[src/gfc_port_cfg.svh]
// Constants for the flow control serial ports
// Assumes inclusion by bare name from the package and design modules
//
// Overview of operation
// - Receive marker coincides with field most significant bit
// - Receive outputs change on output clock fall
// - Receive field shifted out most significant first
// - Per-bit gate mask suppresses receive bits
// - Receive serial output low while delineation lost
// - Transmit marker one period, bit 3 follows
// - Transmit marker changes on output clock fall
// - Insert transmit bits into every cell
// - Per-bit enables choose serial or internal value
// - Transmit serial input sampled on clock rise
`ifndef GFC_PORT_CFG_SVH
`define GFC_PORT_CFG_SVH

// ============================================================
// Field layout
`define GFC_FIELD_BITS 4
`define GFC_FIELD_MSB 3

// ============================================================
// Timing
`define GFC_CLK_PERIOD_NS 8
`define GFC_LINK_PERIOD_NS 64
`define GFC_LINK_HALF_CYCLES (`GFC_LINK_PERIOD_NS / (2 * `GFC_CLK_PERIOD_NS))
`define GFC_SYNC_STAGES 2

// ============================================================
// Reset values
`define GFC_RST_LINK_CLK 1'b0
`define GFC_RST_MARKER 1'b0
`define GFC_RST_SERIAL 1'b0
`define GFC_RST_FIELD 4'h0

`endif

[src/gfc_port_pkg.sv]
// Types shared by the flow control serial port modules
// Assumes nothing beyond the constants header
`include "gfc_port_cfg.svh"
package gfc_port_pkg;

    typedef logic [`GFC_FIELD_BITS-1:0] gfc_field_t;

    typedef enum logic [1:0] {
        TX_IDLE,
        TX_MARK,
        TX_BITS
    } tx_state_t;

endpackage

[src/link_tick_if.sv]
// Output clock level and its edge enables
// Assumes one generator and one consumer on the same clock
interface link_tick_if;
    logic lvl;
    logic rise;
    logic fall;

    modport gen (output lvl, output rise, output fall);
    modport use_side (input lvl, input rise, input fall);
endinterface

[src/link_clock_gen.sv]
// Divider making one output clock with rise and fall enables
// Assumes clk runs free; edges are enables, not clocks
`include "gfc_port_cfg.svh"
module link_clock_gen #(
    parameter int HALF_CYCLES = `GFC_LINK_HALF_CYCLES
) (
    // Clock and reset
    input wire logic clk,
    input wire logic rst_n,
    // Tick carrier
    link_tick_if.gen tick
);

    localparam int CW = (HALF_CYCLES > 1) ? $clog2(HALF_CYCLES) : 1;

    logic [CW-1:0] cnt_q;
    logic lvl_q;
    logic wrap;

    assign wrap = (cnt_q == CW'(HALF_CYCLES - 1));

    always_ff @(posedge clk or negedge rst_n)
    begin
        if (!rst_n)
        begin
            cnt_q <= '0;
        end
        else if (wrap)
        begin
            cnt_q <= '0;
        end
        else
        begin
            cnt_q <= cnt_q + CW'(1);
        end
    end

    always_ff @(posedge clk or negedge rst_n)
    begin
        if (!rst_n)
        begin
            lvl_q <= `GFC_RST_LINK_CLK;
        end
        else if (wrap)
        begin
            lvl_q <= ~lvl_q;
        end
    end

    // Edge enables fire on the edge where the level flips
    assign tick.lvl = lvl_q;
    assign tick.rise = wrap & ~lvl_q;
    assign tick.fall = wrap & lvl_q;

endmodule

[src/gfc_serial_ports.sv]
// Receive and transmit flow control serial ports
// Assumes cell logic on clk; serial pins are outside this domain
// Output clocks run free and are never gapped
`include "gfc_port_cfg.svh"
module gfc_serial_ports #(
    parameter int HALF_CYCLES = `GFC_LINK_HALF_CYCLES
) (
    // Clock and reset
    input wire logic clk,
    input wire logic rst_n,
    // Receive cell processor side
    input wire logic rx_cell_valid,
    input wire logic [`GFC_FIELD_BITS-1:0] rx_gfc_field,
    input wire logic out_of_cell_delineation,
    input wire logic [`GFC_FIELD_BITS-1:0] rx_gfc_gate,
    // Receive serial pins
    output logic rx_output_clock,
    output logic rx_cell_marker,
    output logic rx_flow_ctrl_serial,
    // Transmit cell processor side
    input wire logic tx_cell_req,
    input wire logic [`GFC_FIELD_BITS-1:0] tx_gfc_insert_en,
    input wire logic [`GFC_FIELD_BITS-1:0] tx_gfc_internal,
    output logic tx_gfc_valid,
    output logic [`GFC_FIELD_BITS-1:0] tx_gfc_field,
    // Transmit serial pins
    output logic tx_output_clock,
    output logic tx_cell_marker,
    input wire logic tx_flow_ctrl_serial
);

    localparam int FB = `GFC_FIELD_BITS;
    localparam int LW = $clog2(FB + 1);
    localparam int SL = `GFC_SYNC_STAGES - 1;

    // ============================================================
    // Decodes used by the receive shifter and by several transmit processes
    function automatic logic rx_pin_bit(input logic b, input logic lost);
        rx_pin_bit = b & ~lost;
    endfunction

    function automatic logic tx_in_state(input gfc_port_pkg::tx_state_t s,
        input gfc_port_pkg::tx_state_t want);
        tx_in_state = (s == want);
    endfunction

    // ============================================================
    // Output clocks
    link_tick_if rx_tick ();
    link_tick_if tx_tick ();

    link_clock_gen #(.HALF_CYCLES(HALF_CYCLES)) u_rx_clk (
        .clk(clk),
        .rst_n(rst_n),
        .tick(rx_tick)
    );

    link_clock_gen #(.HALF_CYCLES(HALF_CYCLES)) u_tx_clk (
        .clk(clk),
        .rst_n(rst_n),
        .tick(tx_tick)
    );

    always_ff @(posedge clk or negedge rst_n)
    begin
        if (!rst_n)
        begin
            rx_output_clock <= `GFC_RST_LINK_CLK;
            tx_output_clock <= `GFC_RST_LINK_CLK;
        end
        else
        begin
            // Pin takes the level the divider moves to, so pin edges land
            // on the same clk edge as the data launched by the enables
            rx_output_clock <= rx_tick.lvl ^ (rx_tick.rise | rx_tick.fall);
            tx_output_clock <= tx_tick.lvl ^ (tx_tick.rise | tx_tick.fall);
        end
    end

    // ============================================================
    // Receive: hold next field until the shifter is free
    logic rx_pend_q;
    gfc_port_pkg::gfc_field_t rx_pend_field_q;
    gfc_port_pkg::gfc_field_t rx_shift_q;
    logic [LW-1:0] rx_left_q;
    logic rx_load;

    // A newer cell replaces a field still waiting; only one is held
    assign rx_load = rx_tick.fall & rx_pend_q & (rx_left_q == '0);

    always_ff @(posedge clk or negedge rst_n)
    begin
        if (!rst_n)
        begin
            rx_pend_q <= 1'b0;
            rx_pend_field_q <= `GFC_RST_FIELD;
        end
        else if (out_of_cell_delineation)
        begin
            rx_pend_q <= 1'b0;
        end
        else if (rx_cell_valid)
        begin
            rx_pend_q <= 1'b1;
            rx_pend_field_q <= rx_gfc_field & ~rx_gfc_gate;
        end
        else if (rx_load)
        begin
            rx_pend_q <= 1'b0;
        end
    end

    // Field is taken when the cell arrives; the gate mask applies then
    always_ff @(posedge clk or negedge rst_n)
    begin
        if (!rst_n)
        begin
            rx_shift_q <= `GFC_RST_FIELD;
            rx_left_q <= '0;
            rx_flow_ctrl_serial <= `GFC_RST_SERIAL;
        end
        else if (rx_tick.fall)
        begin
            if (rx_load)
            begin
                rx_shift_q <= rx_pend_field_q << 1;
                rx_left_q <= LW'(FB - 1);
                rx_flow_ctrl_serial <= rx_pin_bit(rx_pend_field_q[FB-1],
                    out_of_cell_delineation);
            end
            else if (rx_left_q != '0)
            begin
                rx_shift_q <= rx_shift_q << 1;
                rx_left_q <= rx_left_q - LW'(1);
                rx_flow_ctrl_serial <= rx_pin_bit(rx_shift_q[FB-1],
                    out_of_cell_delineation);
            end
            else
            begin
                rx_flow_ctrl_serial <= 1'b0;
            end
        end
    end

    // ============================================================
    // Receive marker: high for the period that carries the field MSB
    always_ff @(posedge clk or negedge rst_n)
    begin
        if (!rst_n)
        begin
            rx_cell_marker <= `GFC_RST_MARKER;
        end
        else if (rx_tick.fall)
        begin
            rx_cell_marker <= rx_load;
        end
    end

    // ============================================================
    // Transmit: pin synchroniser and delayed rise enable
    logic [`GFC_SYNC_STAGES-1:0] tx_sync_q;
    logic [`GFC_SYNC_STAGES-1:0] tx_rise_dly_q;

    always_ff @(posedge clk or negedge rst_n)
    begin
        if (!rst_n)
        begin
            tx_sync_q <= '0;
            tx_rise_dly_q <= '0;
        end
        else
        begin
            tx_sync_q <= {tx_sync_q[0], tx_flow_ctrl_serial};
            tx_rise_dly_q <= {tx_rise_dly_q[0], tx_tick.rise};
        end
    end

    // ============================================================
    // Transmit: marker, bit capture and field merge
    gfc_port_pkg::tx_state_t tx_state_q;
    logic tx_req_q;
    gfc_port_pkg::gfc_field_t tx_cap_q;
    logic [LW-1:0] tx_got_q;
    logic tx_sample;
    logic tx_done;
    logic tx_launch;
    gfc_port_pkg::gfc_field_t tx_next_field;
    wire [FB-1:0] tx_merge;

    // Pin level at the rise, seen after the synchroniser delay
    assign tx_sample = tx_rise_dly_q[SL] & tx_in_state(tx_state_q, gfc_port_pkg::TX_BITS);
    // Last of the four bits completes the field
    assign tx_done = tx_sample & (tx_got_q == LW'(FB - 1));
    // Marker starts only from idle, at an output clock fall
    assign tx_launch = tx_tick.fall & tx_req_q & tx_in_state(tx_state_q, gfc_port_pkg::TX_IDLE);
    assign tx_next_field = {tx_cap_q[FB-2:0], tx_sync_q[SL]};

    // ============================================================
    // Transmit: per-bit choice between serial and internal value
    for (genvar gi = 0; gi < FB; gi++)
    begin : g_merge
        assign tx_merge[gi] = tx_gfc_insert_en[gi] ? tx_next_field[gi]
            : tx_gfc_internal[gi];
    end

    always_ff @(posedge clk or negedge rst_n)
    begin
        if (!rst_n)
        begin
            tx_req_q <= 1'b0;
        end
        else if (tx_cell_req)
        begin
            tx_req_q <= 1'b1;
        end
        else if (tx_launch)
        begin
            tx_req_q <= 1'b0;
        end
    end

    always_ff @(posedge clk or negedge rst_n)
    begin
        if (!rst_n)
        begin
            tx_state_q <= gfc_port_pkg::TX_IDLE;
        end
        else
        begin
            case (tx_state_q)
                gfc_port_pkg::TX_IDLE:
                begin
                    if (tx_launch)
                    begin
                        tx_state_q <= gfc_port_pkg::TX_MARK;
                    end
                end
                gfc_port_pkg::TX_MARK:
                begin
                    if (tx_tick.fall)
                    begin
                        tx_state_q <= gfc_port_pkg::TX_BITS;
                    end
                end
                gfc_port_pkg::TX_BITS:
                begin
                    if (tx_done)
                    begin
                        tx_state_q <= gfc_port_pkg::TX_IDLE;
                    end
                end
                default:
                begin
                    tx_state_q <= gfc_port_pkg::TX_IDLE;
                end
            endcase
        end
    end

    // ============================================================
    // Transmit marker: the period just ahead of bit 3
    always_ff @(posedge clk or negedge rst_n)
    begin
        if (!rst_n)
        begin
            tx_cell_marker <= `GFC_RST_MARKER;
        end
        else if (tx_tick.fall)
        begin
            tx_cell_marker <= tx_launch;
        end
    end

    always_ff @(posedge clk or negedge rst_n)
    begin
        if (!rst_n)
        begin
            tx_cap_q <= `GFC_RST_FIELD;
            tx_got_q <= '0;
        end
        else if (!tx_in_state(tx_state_q, gfc_port_pkg::TX_BITS))
        begin
            tx_got_q <= '0;
        end
        else if (tx_sample)
        begin
            tx_cap_q <= tx_next_field;
            tx_got_q <= tx_got_q + 1'b1;
        end
    end

    always_ff @(posedge clk or negedge rst_n)
    begin
        if (!rst_n)
        begin
            tx_gfc_valid <= 1'b0;
            tx_gfc_field <= `GFC_RST_FIELD;
        end
        else
        begin
            tx_gfc_valid <= tx_done;
            if (tx_done)
            begin
                tx_gfc_field <= tx_merge;
            end
        end
    end

endmodule

[config.mk]
export PLATFORM = sky130hd
export DESIGN_NAME = gfc_serial_ports
export DESIGN_NICKNAME = d
export VERILOG_FILES = /design/src/gfc_port_pkg.sv /design/src/link_tick_if.sv /design/src/link_clock_gen.sv /design/src/gfc_serial_ports.sv
export VERILOG_INCLUDE_DIRS = /design/src /design/src/src
export SDC_FILE = /design/constraint.sdc
export NUM_CORES = 1
export LEC_CHECK = 0
export ABC_AREA = 1
export BUFFER_PORTS_ARGS = -buffer_cell sky130_fd_sc_hd__clkbuf_2
export CELL_PAD_IN_SITES_DETAIL_PLACEMENT = 2
export CELL_PAD_IN_SITES_GLOBAL_PLACEMENT = 2
export CORE_ASPECT_RATIO = 1.25
export CORE_MARGIN = 3
export CORE_UTILIZATION = 38
export CTS_BUF_LIST = sky130_fd_sc_hd__clkbuf_4 sky130_fd_sc_hd__clkbuf_8
export CTS_CLUSTER_DIAMETER = 60
export CTS_CLUSTER_SIZE = 20
export DETAILED_ROUTE_END_ITERATION = 8
export HOLD_SLACK_MARGIN = 0.1
export MAX_ROUTING_LAYER = met4
export PLACE_DENSITY_LB_ADDON = 0.1
export SETUP_SLACK_MARGIN = 0.1
export SLEW_MARGIN = 20
export SYNTH_ARGS = -nofsm -noshare
export SYNTH_HDL_FRONTEND = slang
export SYNTH_SLANG_ARGS = --single-unit
[constraint.sdc]
create_clock -name clk -period 2.8 [get_ports clk]
set_clock_uncertainty 0.1 [all_clocks]
set_input_delay 0.56 -clock clk [delete_from_list [all_inputs] [get_ports clk]]
set_output_delay 0.56 -clock clk [all_outputs]
set_load 0.02 [all_outputs]
### Word level (Yosys, flattened, before mapping)

Index checks and enable logic that the tools add are counted.

* register bits: 41
* bits of input ports: 22
* word-level logic and storage cells: 88
* output and inout port bits: 10

* reduce and logical (&&, ||, !) cells: 10
* bitwise gates (word level): 21
* equal/unequal tests: 9
* muxes and demuxes: 23
* $add $sub $neg: 4

Operators with widths (number)
* 1-bit AND: 12
* 3-bit 2-to-1 mux: 4
* 1-bit 2-to-1 mux: 11
* 2-bit 2-to-1 mux: 5
* 4-bit 2-to-1 mux: 2
* 2-bit != test (second input constant): 4
* 2-bit equality test (second input constant): 3
* 2-bit one-hot mux with 3 select lines: 1
* 2-bit AND reduction: 3
* 3-bit nonzero test: 2
* 2-bit by 1-bit adder with 2-bit output (second input constant): 2
* 4-bit AND: 1
* 4-bit NOT: 1
* 2-bit nonzero test: 2
* 3-bit by 1-bit adder with 3-bit output (second input constant): 1
* 3-bit by 2-bit equality test with 1-bit output (second input constant): 1
* 3-bit logical NOT: 1
* 1-bit NOT: 3
* 3-bit AND reduction: 1
* 3-bit by 1-bit subtractor with 3-bit output (second input constant): 1
* 2-bit by 1-bit equality test with 1-bit output (second input constant): 1
* 2-bit logical NOT: 1
* 1-bit bitwise OR: 2
* 1-bit XOR: 2

### Depth between registers and ports, before layout

Gate-level depths: netlist (run 1).

* depth after elaboration: 7
* mapped depth: 9
* depth with buffers taken out: 9

### Hierarchy

From an unflattened synthesis (run 1), not the netlist that was laid out.

* cell total of the unflattened synthesis: 177
* area total of the unflattened synthesis: 1682.9 um^2

By module, submodules not included
* gfc_serial_ports: area an instance 1440.1 um^2, instances 1, cells each 151
* link_clock_gen: area an instance 121.4 um^2, instances 2, cells each 13

### Worst setup path before layout (run 1)

Ideal clock, no wire load.

* path kind: flip-flop to flip-flop
* start point: register rx_left_q[0]
* end point: register rx_left_q[1]
* arrival: 1161 ps
* cell stages (with the launch flop): 10
* clock period less this slack: 1381 ps
* path buffers: 0
* required time: 2579 ps
* slack: 1419 ps
* cell sequence: dfrtp_1 inv_1 ha_1 ha_1 inv_2 nand2_2 nand2_2 inv_2 nand2_1 o21ai_1

* cells in the longest elaborated chain, start to end: 4
* elaborated cells between the ends (all ways): 8
* those cells by class: add/sub: 1; mux: 2; bitwise: 1; reduce/logical: 4

Ends and longest elaborated chain
* start: declaration: RTL line gfc_serial_ports.sv:85 `logic [LW-1:0] rx_left_q;`
* start signal: assignment: RTL line gfc_serial_ports.sv:127 `rx_left_q <= LW'(FB - 1);`
* start signal: assignment: RTL line gfc_serial_ports.sv:134 `rx_left_q <= rx_left_q - LW'(1);`
* branches (longest 4 deep; another with 3-bit by 1-bit subtractor with 3-bit output)

Several ways; the timed one is not identified. The select of a mux whose other input is x is not followed.
A chain may end at the register's enable or synchronous reset.

### Final worst setup path (run 1)

* start point: register rx_left_q[0]
* end point: register rx_shift_q[2]

* cells in the longest elaborated chain, start to end: 4
* elaborated cells between the ends (all ways): 6
* those cells by class: mux: 1; bitwise: 1; reduce/logical: 4

Ends and longest elaborated chain
* 3-bit logical NOT: RTL line gfc_serial_ports.sv:89 `assign rx_load = rx_tick.fall & rx_pend_q & (rx_left_q == '0);`
* 1-bit AND: RTL line gfc_serial_ports.sv:89
* 2-bit nonzero test (no line)
* 2-bit AND reduction (no line)
* end signal: assignment: RTL line gfc_serial_ports.sv:118 `` rx_shift_q <= `GFC_RST_FIELD; ``
* end signal: assignment: RTL line gfc_serial_ports.sv:126 `rx_shift_q <= rx_pend_field_q << 1;`
* end signal: assignment: RTL line gfc_serial_ports.sv:133 `rx_shift_q <= rx_shift_q << 1;`
* end: declaration: RTL line gfc_serial_ports.sv:84 `gfc_port_pkg::gfc_field_t rx_shift_q;`

Several ways; a longest one is shown, not always the timed one.

==> results of run 1 <==
[stage by stage]
step	util	hold slack [ns]	area, um^2	total power, mW
3_3_place_gp	0.456	0.241	1880	0.833
4_1_cts	0.483	0.256	1990	1.33
2_1_floorplan	-	0.164	1660	0.774
3_5_place_dp	0.456	0.239	1880	0.854
6_report	0.483	0.254	1990	1.30
5_1_grt	0.483	0.275	1990	1.39
[flip-flops by register name (all words and copies together), names as in the netlist, 3 cells and up]
signal and count:
rx_pend_field_q 4, rx_left_q 3, tx_gfc_field 4, tx_cap_q 3, tx_got_q 3, rx_shift_q 3
[cells in the mapped netlist]
library cell	n	area share
nand2_2	2	0.0075
inv_1	20	0.045
nor2_2	1	0.0038
xor2_1	2	0.011
dfrtp_1	40	0.60
a21oi_1	4	0.012
nand3_2	1	0.0060
o21ai_1	2	0.0060
inv_2	4	0.0091
nand3_1	5	0.015
nor2_8	1	0.012
o31ai_1	1	0.0045
nand3_4	1	0.011
nand4_1	2	0.0075
nand3b_1	4	0.018
o21ai_0	13	0.039
o22ai_1	2	0.0075
ha_1	9	0.068
nand2_1	42	0.095
nor2_1	8	0.018
[layer usage]
layer / GRT usage / wire [um]
met5: - / 0
met4: 0.0705 / 86
met3: 0.0380 / 134
met2: 0.343 / 2190
met1: 0.175 / 1470
[kinds of logic (layout without fill, tap and decap cells)]
family	count (synthesis)	count (layout)	synth area share
adder cells (fa/ha/maj)	9	9	0.0679
flip-flops	40	40	0.604
XOR/XNOR	2	2	0.0106
AND/OR/NAND/NOR	67	67	0.194
buffers and inverters	24	63	0.0543
AO/OA/AOI/OAI	22	22	0.0694
[cell type report]
| type | instances | area, um^2 |
|---|---|---|
| Clock buffer | 6 | 76.3 |
| Inverter | 24 | 90.1 |
| Clock inverter | 2 | 35.0 |
| Timing Repair Buffer | 31 | 155 |
| Tap cell | 56 | 70.1 |
| Fill cell | 466 | 2140 |
| Multi-Input combinational cell | 100 | 567 |
| Sequential cell | 40 | 1000 |
[power breakdown]
part | total, mW | switching (mW) | internal, mW
combinational | 0.179 | 0.111 | 0.0683
clock | 0.466 | 0.191 | 0.274
sequential | 0.660 | 0.0297 | 0.630
total | 1.30 | 0.332 | 0.973
[worst reg2reg max path, delay by kind of cell (launching register included)]
family        cells  cell delay [ns]
flops             1             0.37
fa+ha+maj         2             0.46
simple gates      4             0.33
buf+inv           3             0.25
[final timing paths]
path	to	slack, ns	depth (start not counted)
setup / recovery	rx_shift_q[2]	1.18	9
hold / removal	tx_rise_dly_q[1]	0.25	0
setup reg to reg	rx_shift_q[2]	1.18	9
hold reg to reg	tx_rise_dly_q[1]	0.25	0
max in group asynchronous	rx_output_clock	1.67	1
min in group asynchronous	tx_req_q	0.32	1
==> reports/metrics.csv, run 1 <==
stage;metric;value;unit
setup_path;worst-path fanout max;5;
sta;Final Hold Vio Count;0;
clock_network;Worst-Skew Late Latency;0.29;ns
sta;worst slew pin tran;0.974;ns
final_layout;commonest non-fill, non-tap cell in the layout;nand2_1;
place;IO buf count;31;
synthesis;synthesized net count;195;
global_routing;vias in the first global route;1461;
final_layout;Non-Filler Instances;259;
place;DP HPWL;2.92;mm
setup_path;critical-path cell list;inv_1 > ha_1 > ha_1 > inv_2 > nand2_2 > nand2_2 > inv_2 > nand2_1 > nand2_1;
detailed_routing;1st-iter DRT viols;16;
setup_path;CP arrival;1.69;ns
setup_path;Worst Path Buf+Inv;3;
sta;Slew headroom;0.351;
clock_network;htree depth;2;
synthesis;post-synthesis sequential area ratio;0.604;
setup_path;slowest cell delay on critical path;0.37;ns
final_layout;Layout Nets;233;
synthesis;Syn Area/Cell;10.1;um^2
final_layout;antenna diode count;0;
clock_network;CTS tree;built;
pwr;power density over the cells;654;nW/um^2
pwr;leakage power;1.11;nW
setup_path;Top delay family on crit path;adder cells;
sta;Max Slew Vio Count;0;
floorplan;core area;4130;um^2
clock_network;Worst-path clk slew;0.08;ns
place;GP Congestion;0.820;
run;max-capacitance violation count;0;
pwr;VDD IR max;421;uV
synthesis;cells after synthesis;164;
min_path;Hold Crit Class;reg2reg;
global_routing;Remaining Overflow, GRT;0;
sta;f_max;618;MHz
floorplan;initial core utilization;0.401;
setup_path;WP data required;2.87;ns
sta;Final period util;0.578;
floorplan;# IOs;32;
final_layout;layout cells sized above 1;0.241;
synthesis;#FFs+latches synth;40;
sta;min Tclk post-route;1.62;ns
sta;Final WS setup;1.18;ns
setup_path;RR Startpoint;rx_left_q[0];
floorplan;Die X;65.1;um
synthesis;Cell Area, Synth;1660;um^2
global_routing;first-pass GRT wire length;6.87;mm
clock_network;CTS Buf Count;5;
floorplan;row cnt;26;
setup_path;Setup crit start kind;flop;
setup_path;Worst Setup SP;rx_left_q[0];
setup_path;Crit Path Class;reg2reg;
sta;# setup viols final;0;
detailed_routing;total number of vias;1260;
detailed_routing;Post-Route WL;3.88;mm
final_layout;Area Overhead vs Synth;20.3;%
min_path;min-delay src;tx_rise_dly_q[0];
place;Post-Place Setup Slack;1.18;ns
global_routing;initial antenna violation count;0;
run_status;status;complete, no violations;
clock_network;Sink Count;40;
clock_network;Post-CTS Setup Inserts;0;
synthesis;Yosys warnings;0;
sta;unrepaired setup endpoints after global routing;false;
detailed_routing;Pre-antenna DRT Iters;2;
detailed_routing;Avg WL per Cell;15.0;um
place;dpl cells;251;
synthesis;post-synth cell types;20;
clock_network;Post-CTS Hold Buffers;0;
sta;setup TNS;0;ns
detailed_routing;drt drc;0;
final_layout;commonest non-fill, non-tap cells in the layout;42 x nand2_1, 40 x dfrtp_1, 31 x clkbuf_2, 20 x inv_1, 13 x o21ai_0;
detailed_routing;post-route ant nets;0;
floorplan;chip height;79.8;um
global_routing;Global Route Usage Sum;0.180;
detailed_routing;via density per instance;4.86;
global_routing;largest net degree at the start of global routing;41;
setup_path;Crit. End Element;flop;
clock_network;Root Buffer Master;clkbuf_8;
floorplan;total die area;5200;um^2
clock_network;Resize count post-CTS;0;
setup_path;slowest CP cell;dfrtp_1;
clock_network;CTS max path bufs;2;
(Power assumes the default switching activity.)
==> inputs of run 2 (changes only) <==
CORE_UTILIZATION = 32   (was 38)
clock period = 1.45 ns   (was 2.8 ns; I/O delays follow)
==> run 2 against run 1 <==
  * Design area increased by 10%
  * Sequential share of layout area is 4.7 points lower
  * Die area grew 17%
  * Clock-buffer cell count did not move
  * Final cell count is 5.8% higher
  * Clock power rose by 64%
  * Power increased by 96%
  * Setup slack got worse by 1.1 ns
  * Global-route usage decreased by 2.8 points
  * Wire length rose by 0.62%
  * Critical path type unchanged
==> reports/metrics.csv, run 2 (synthesis gave the netlist of run 1 again) <==
stage;metric;value;unit
sta;f_max;737;MHz
detailed_routing;drt drc;0;
detailed_routing;Pre-antenna DRT Iters;2;
sta;min Tclk post-route;1.36;ns
clock_network;Worst-path clk slew;0.08;ns
floorplan;core area;4870;um^2
global_routing;Remaining Overflow, GRT;0;
detailed_routing;Avg WL per Cell;14.2;um
detailed_routing;total number of vias;1284;
pwr;leakage power;1.16;nW
place;GP Congestion;0.767;
final_layout;register area;1000;um^2
setup_path;Top delay family on crit path;flip-flops;
sta;unrepaired setup endpoints after global routing;true;
run;max-capacitance violation count;0;
final_layout;antenna diode count;0;
place;IO buf count;31;
min_path;Worst Hold Depth;3;
detailed_routing;1st-iter DRT viols;38;
sta;Fin Hold WS;0.123;ns
global_routing;initial antenna violation count;0;
final_layout;Top Registers;rx_pend_field_q (4), tx_gfc_field (4);
floorplan;# IOs;32;
run_status;status;complete, no violations;
global_routing;vias in the first global route;1515;
setup_path;Worst Path Buf+Inv;3;
sta;Slew headroom;0.757;
detailed_routing;Post-Route WL;3.90;mm
clock_network;CTS tree;built;
clock_network;htree depth;2;
clock_network;CTS Buf Count;5;
sta;Max Slew Vio Count;0;
floorplan;Die X;70.4;um
pwr;Net Sw Power;0.716;mW
pwr;Internal;1.84;mW
setup_path;critical-path cell list;inv_2 > ha_4 > ha_4 > inv_4 > nand2_4 > nand2_4 > inv_4 > nand2_1 > o21ai_1;
setup_path;CP arrival;1.44;ns
detailed_routing;post-route ant nets;0;
setup_path;slack of the worst reg-to-reg path;0.09;ns
clock_network;Worst-Skew Late Latency;0.29;ns
setup_path;worst-path fanout max;5;
detailed_routing;via density per instance;4.69;
setup_path;Crit. End Element;flop;
final_layout;Layout Nets;244;
global_routing;largest net degree at the start of global routing;41;
clock_network;CTS max path bufs;2;
setup_path;slowest cell delay on critical path;0.37;ns
final_layout;multi-input gate area in the final layout;673;um^2
final_layout;commonest non-fill, non-tap cell in the layout;dfrtp_1;
pwr;Sw Ratio;0.280;
setup_path;Crit Path Class;reg2reg;
floorplan;row cnt;28;
clock_network;Root Buffer Master;clkbuf_8;
pwr;Logic pwr share;0.202;
pwr;sequential cell fraction of total power;0.499;
global_routing;first-pass GRT wire length;7.15;mm
setup_path;Worst Reg2Reg Path Length in Cells;9;
clock_network;Sink Count;40;
place;DP HPWL;2.79;mm
floorplan;chip height;86.5;um
floorplan;initial core utilization;0.340;
setup_path;Setup crit start kind;flop;
sta;# setup viols final;0;
pwr;power density over the cells;1160;nW/um^2
setup_path;Crit path depth;9;
sta;worst slew pin tran;0.363;ns
min_path;Hold Crit Class;in2reg;
sta;Final Hold Vio Count;0;
floorplan;total die area;6090;um^2
pwr;clock share of power;0.299;
final_layout;filler cell count;526;
final_layout;Area Overhead vs Synth;32.8;%
final_layout;commonest non-fill, non-tap cells in the layout;40 x dfrtp_1, 39 x nand2_1, 31 x clkbuf_2, 16 x inv_1, 11 x o21ai_0;
final_layout;layout cells sized above 1;0.336;
setup_path;slowest CP cell;dfrtp_1;
pwr;VDD IR max;507;uV
sta;Final period util;0.936;
setup_path;WP data required;1.53;ns
global_routing;Global Route Usage Sum;0.152;
sta;setup TNS;0;ns
## run 2: worst paths after layout
kind	start	end
max in group asynchronous	rst_n	rx_left_q[0]
min in group asynchronous	rst_n	tx_cell_marker
hold / removal	rx_gfc_field[3]	rx_pend_field_q[3]
setup reg to reg	rx_left_q[1]	rx_left_q[1]
setup / recovery	rx_left_q[1]	rx_left_q[1]
hold reg to reg	tx_sync_q[0]	tx_sync_q[1]
## run 2: final cells by class
type	count	area share
Clock buffer	6	0.0375
Clock inverter	2	0.00455
Tap cell	60	0.0341
Inverter	24	0.0432
Sequential cell	40	0.455
Multi-Input combinational cell	100	0.306
Timing Repair Buffer	42	0.120
## run 2: metrics by stage
step                power, mW  instance area [um^2]  utilization  worst slack (ns)  std cells
detailed placement       1.67                  1930        0.397           -0.0276        259
global route             2.79                  2200        0.452           0.00810        274
global placement         1.65                  1930        0.397            0.0574        259
finish                   2.56                  2200        0.452            0.0923        274
CTS                      2.57                  2140        0.440            0.0623        274
floorplan                1.50                  1660            -             0.104        164
## run 2: what timing repair did
| item | 4_1_cts | 5_1_grt |
|---|---|---|
| pin swaps | 3 | 8 |
| buffers inserted | 3 | 0 |
| gates resized for setup | 15 | 13 |
| hold buffers | 4 | 0 |
| endpoints found under the hold margin | 43 | 0 |
| endpoints found under the setup margin | 16 | 16 |
## run 2: metal layers
layer / track usage / up-vias / part of all wire
met5: - / - / 0
met4: 0.0470 / 0 / 0.014
met3: 0.0371 / 5 / 0.047
met2: 0.279 / 32 / 0.57
met1: 0.160 / 630 / 0.37
li1: - / 617 / -
## run 2: power groups by stage
stage                     Clock [mW]  Sequential, mW  Combinational (mW)
final                          0.766            1.28               0.516
after global routing           0.868            1.30               0.621
after CTS                      0.804            1.27               0.493
after detailed placement           0            1.29               0.383
after global placement             0            1.29               0.367
after floorplan                    0            1.30               0.199
## run 2: worst reg2reg max path, stage by stage (launching register included)
cell     delay [ns]
dfrtp_1        0.37
inv_2          0.05
ha_4           0.16
ha_4           0.18
inv_4          0.07
nand2_4        0.06
nand2_4        0.10
inv_4          0.06
nand2_1        0.05
o21ai_1        0.06
==> inputs of run 3 (changes only) <==
SETUP_SLACK_MARGIN = 0.3   (was 0.1)
==> run 3 against run 2 <==
  * Die area is the same
  * Design area grew 14%
  * Highest routed layer unchanged
  * Power grew 0.93%
==> reports/metrics.csv, run 3 (synthesis gave the netlist of run 1 again) <==
stage;metric;value;unit
run_status;status;complete, no violations;
pwr;leakage power;1.28;nW
floorplan;# IOs;32;
setup_path;Setup crit start kind;flop;
place;GP Congestion;0.806;
global_routing;Global Route Usage Sum;0.168;
global_routing;largest net degree at the start of global routing;41;
global_routing;initial antenna violation count;0;
pwr;total power;2.58;mW
setup_path;Crit. End Element;flop;
setup_path;WP data required;1.57;ns
setup_path;Crit Path Class;reg2reg;
final_layout;Area Overhead vs Synth;51.3;%
detailed_routing;post-route ant nets;0;
sta;unrepaired setup endpoints after global routing;true;
detailed_routing;1st-iter DRT viols;33;
sta;f_max;706;MHz
final_layout;Top Registers;rx_pend_field_q (4), tx_gfc_field (4);
setup_path;worst-path fanout max;5;
floorplan;initial core utilization;0.340;
sta;Final WS setup;0.0334;ns
sta;Fin Hold WS;0.141;ns
run;max-capacitance violation count;0;
clock_network;CTS tree;built;
final_layout;Layout Nets;261;
place;Post-Place Setup Slack;-0.0508;ns
detailed_routing;Pre-antenna DRT Iters;4;
place;DP HPWL;3.01;mm
clock_network;Sink Count;40;
global_routing;first-pass GRT wire length;7.55;mm
clock_network;htree depth;2;
final_layout;layout cells sized above 1;0.463;
clock_network;Worst-path clk slew;0.08;ns
floorplan;core area;4870;um^2
sta;# setup viols final;0;
final_layout;register area;1000;um^2
detailed_routing;Post-Route WL;4.88;mm
place;IO buf count;31;
sta;Slew headroom;0.741;
final_layout;Final Util;0.515;
detailed_routing;Avg WL per Cell;16.8;um
final_layout;multi-input gate area in the final layout;783;um^2
setup_path;CP arrival;1.54;ns
clock_network;Worst-Skew Late Latency;0.29;ns
min_path;Hold Crit Class;in2reg;
place;DP Area;1970;um^2
sta;Final period util;0.977;
sta;Max Slew Vio Count;0;
final_layout;filler cell count;488;
floorplan;total die area;6090;um^2
final_layout;fin area;2510;um^2
global_routing;Remaining Overflow, GRT;0;
clock_network;CTS Buf Count;5;
detailed_routing;via density per instance;4.77;
final_layout;commonest non-fill, non-tap cell in the layout;dfrtp_1;
sta;worst slew pin tran;0.387;ns
floorplan;chip height;86.5;um
detailed_routing;drt drc;0;
final_layout;antenna diode count;0;
sta;min Tclk post-route;1.42;ns
sta;Final Hold Vio Count;0;
place;dpl cells;256;
final_layout;commonest non-fill, non-tap cells in the layout;38 x dfrtp_1, 30 x nand2_1, 21 x clkbuf_2, 19 x buf_4, 17 x inv_1;
detailed_routing;total number of vias;1387;
clock_network;CTS max path bufs;2;
floorplan;Die X;70.4;um
global_routing;vias in the first global route;1539;
pwr;power density over the cells;1030;nW/um^2
sta;setup TNS;0;ns
final_layout;Non-Filler Instances;291;
pwr;VDD IR max;783;uV
floorplan;row cnt;28;
clock_network;Root Buffer Master;clkbuf_8;
==> run 3: cell types whose count changed in the layout (fill, tap and decap cells not counted), sizes merged <==
| cell | delta |
|---|---|
| clkinv | +1 |
| nand3 | +1 |
| clkbuf | -9 |
| buf | +24 |
==> run 3: critical path: stages, from the launching register on <==
cell	delay, ns
dfrtp_1	0.39
inv_1	0.08
ha_2	0.20
ha_4	0.17
inv_4	0.05
nand2_4	0.07
nand2_4	0.08
inv_4	0.09
nand2_1	0.05
o21ai_1	0.07
==> run 3: per-layer routing <==
metal,up-vias,global-route usage,part of all wire
met5,-,-,0
met4,0,0.0627,0.019
met3,9,0.0336,0.035
met2,36,0.326,0.59
met1,689,0.161,0.36
li1,653,-,-
==> run 3: worst paths after layout <==
path | start | to | slack (ns) | depth (start not counted)
worst max-delay path | rx_left_q[1] | rx_left_q[1] | 0.03 | 9
worst min-delay path | rx_gfc_field[1] | rx_pend_field_q[1] | 0.14 | 3
worst max register to register | rx_left_q[1] | rx_left_q[1] | 0.03 | 9
worst min register to register | tx_sync_q[0] | tx_sync_q[1] | 0.26 | 0
max in group asynchronous | rst_n | tx_rise_dly_q[1] | 0.64 | 3
min in group asynchronous | rst_n | tx_gfc_field[3] | 0.40 | 3
==> run 3: power breakdown <==
part           total (mW)  internal, mW  switching, mW  leakage, nW
Clock               0.730         0.335          0.394       0.0479
Sequential           1.28          1.22         0.0671        0.499
Combinational       0.569         0.265          0.305        0.736
==> run 3: final cells by class <==
type	count	area share
sequential	40	0.400
clock inverter	3	0.00748
tap	60	0.0299
multi-input combinational	101	0.312
timing repair buffer	58	0.183
inverter	24	0.0399
clock buffer	5	0.0274
==> run 3: what timing repair did <==
item / CTS / global route
hold endpoints to repair: 43 / 0
buffers inserted: 7 / 15
gates cloned: 0 / 1
setup endpoints to repair: 28 / 35
hold buffers: 4 / 0
pin swaps: 7 / 17
resized for setup: 19 / 58
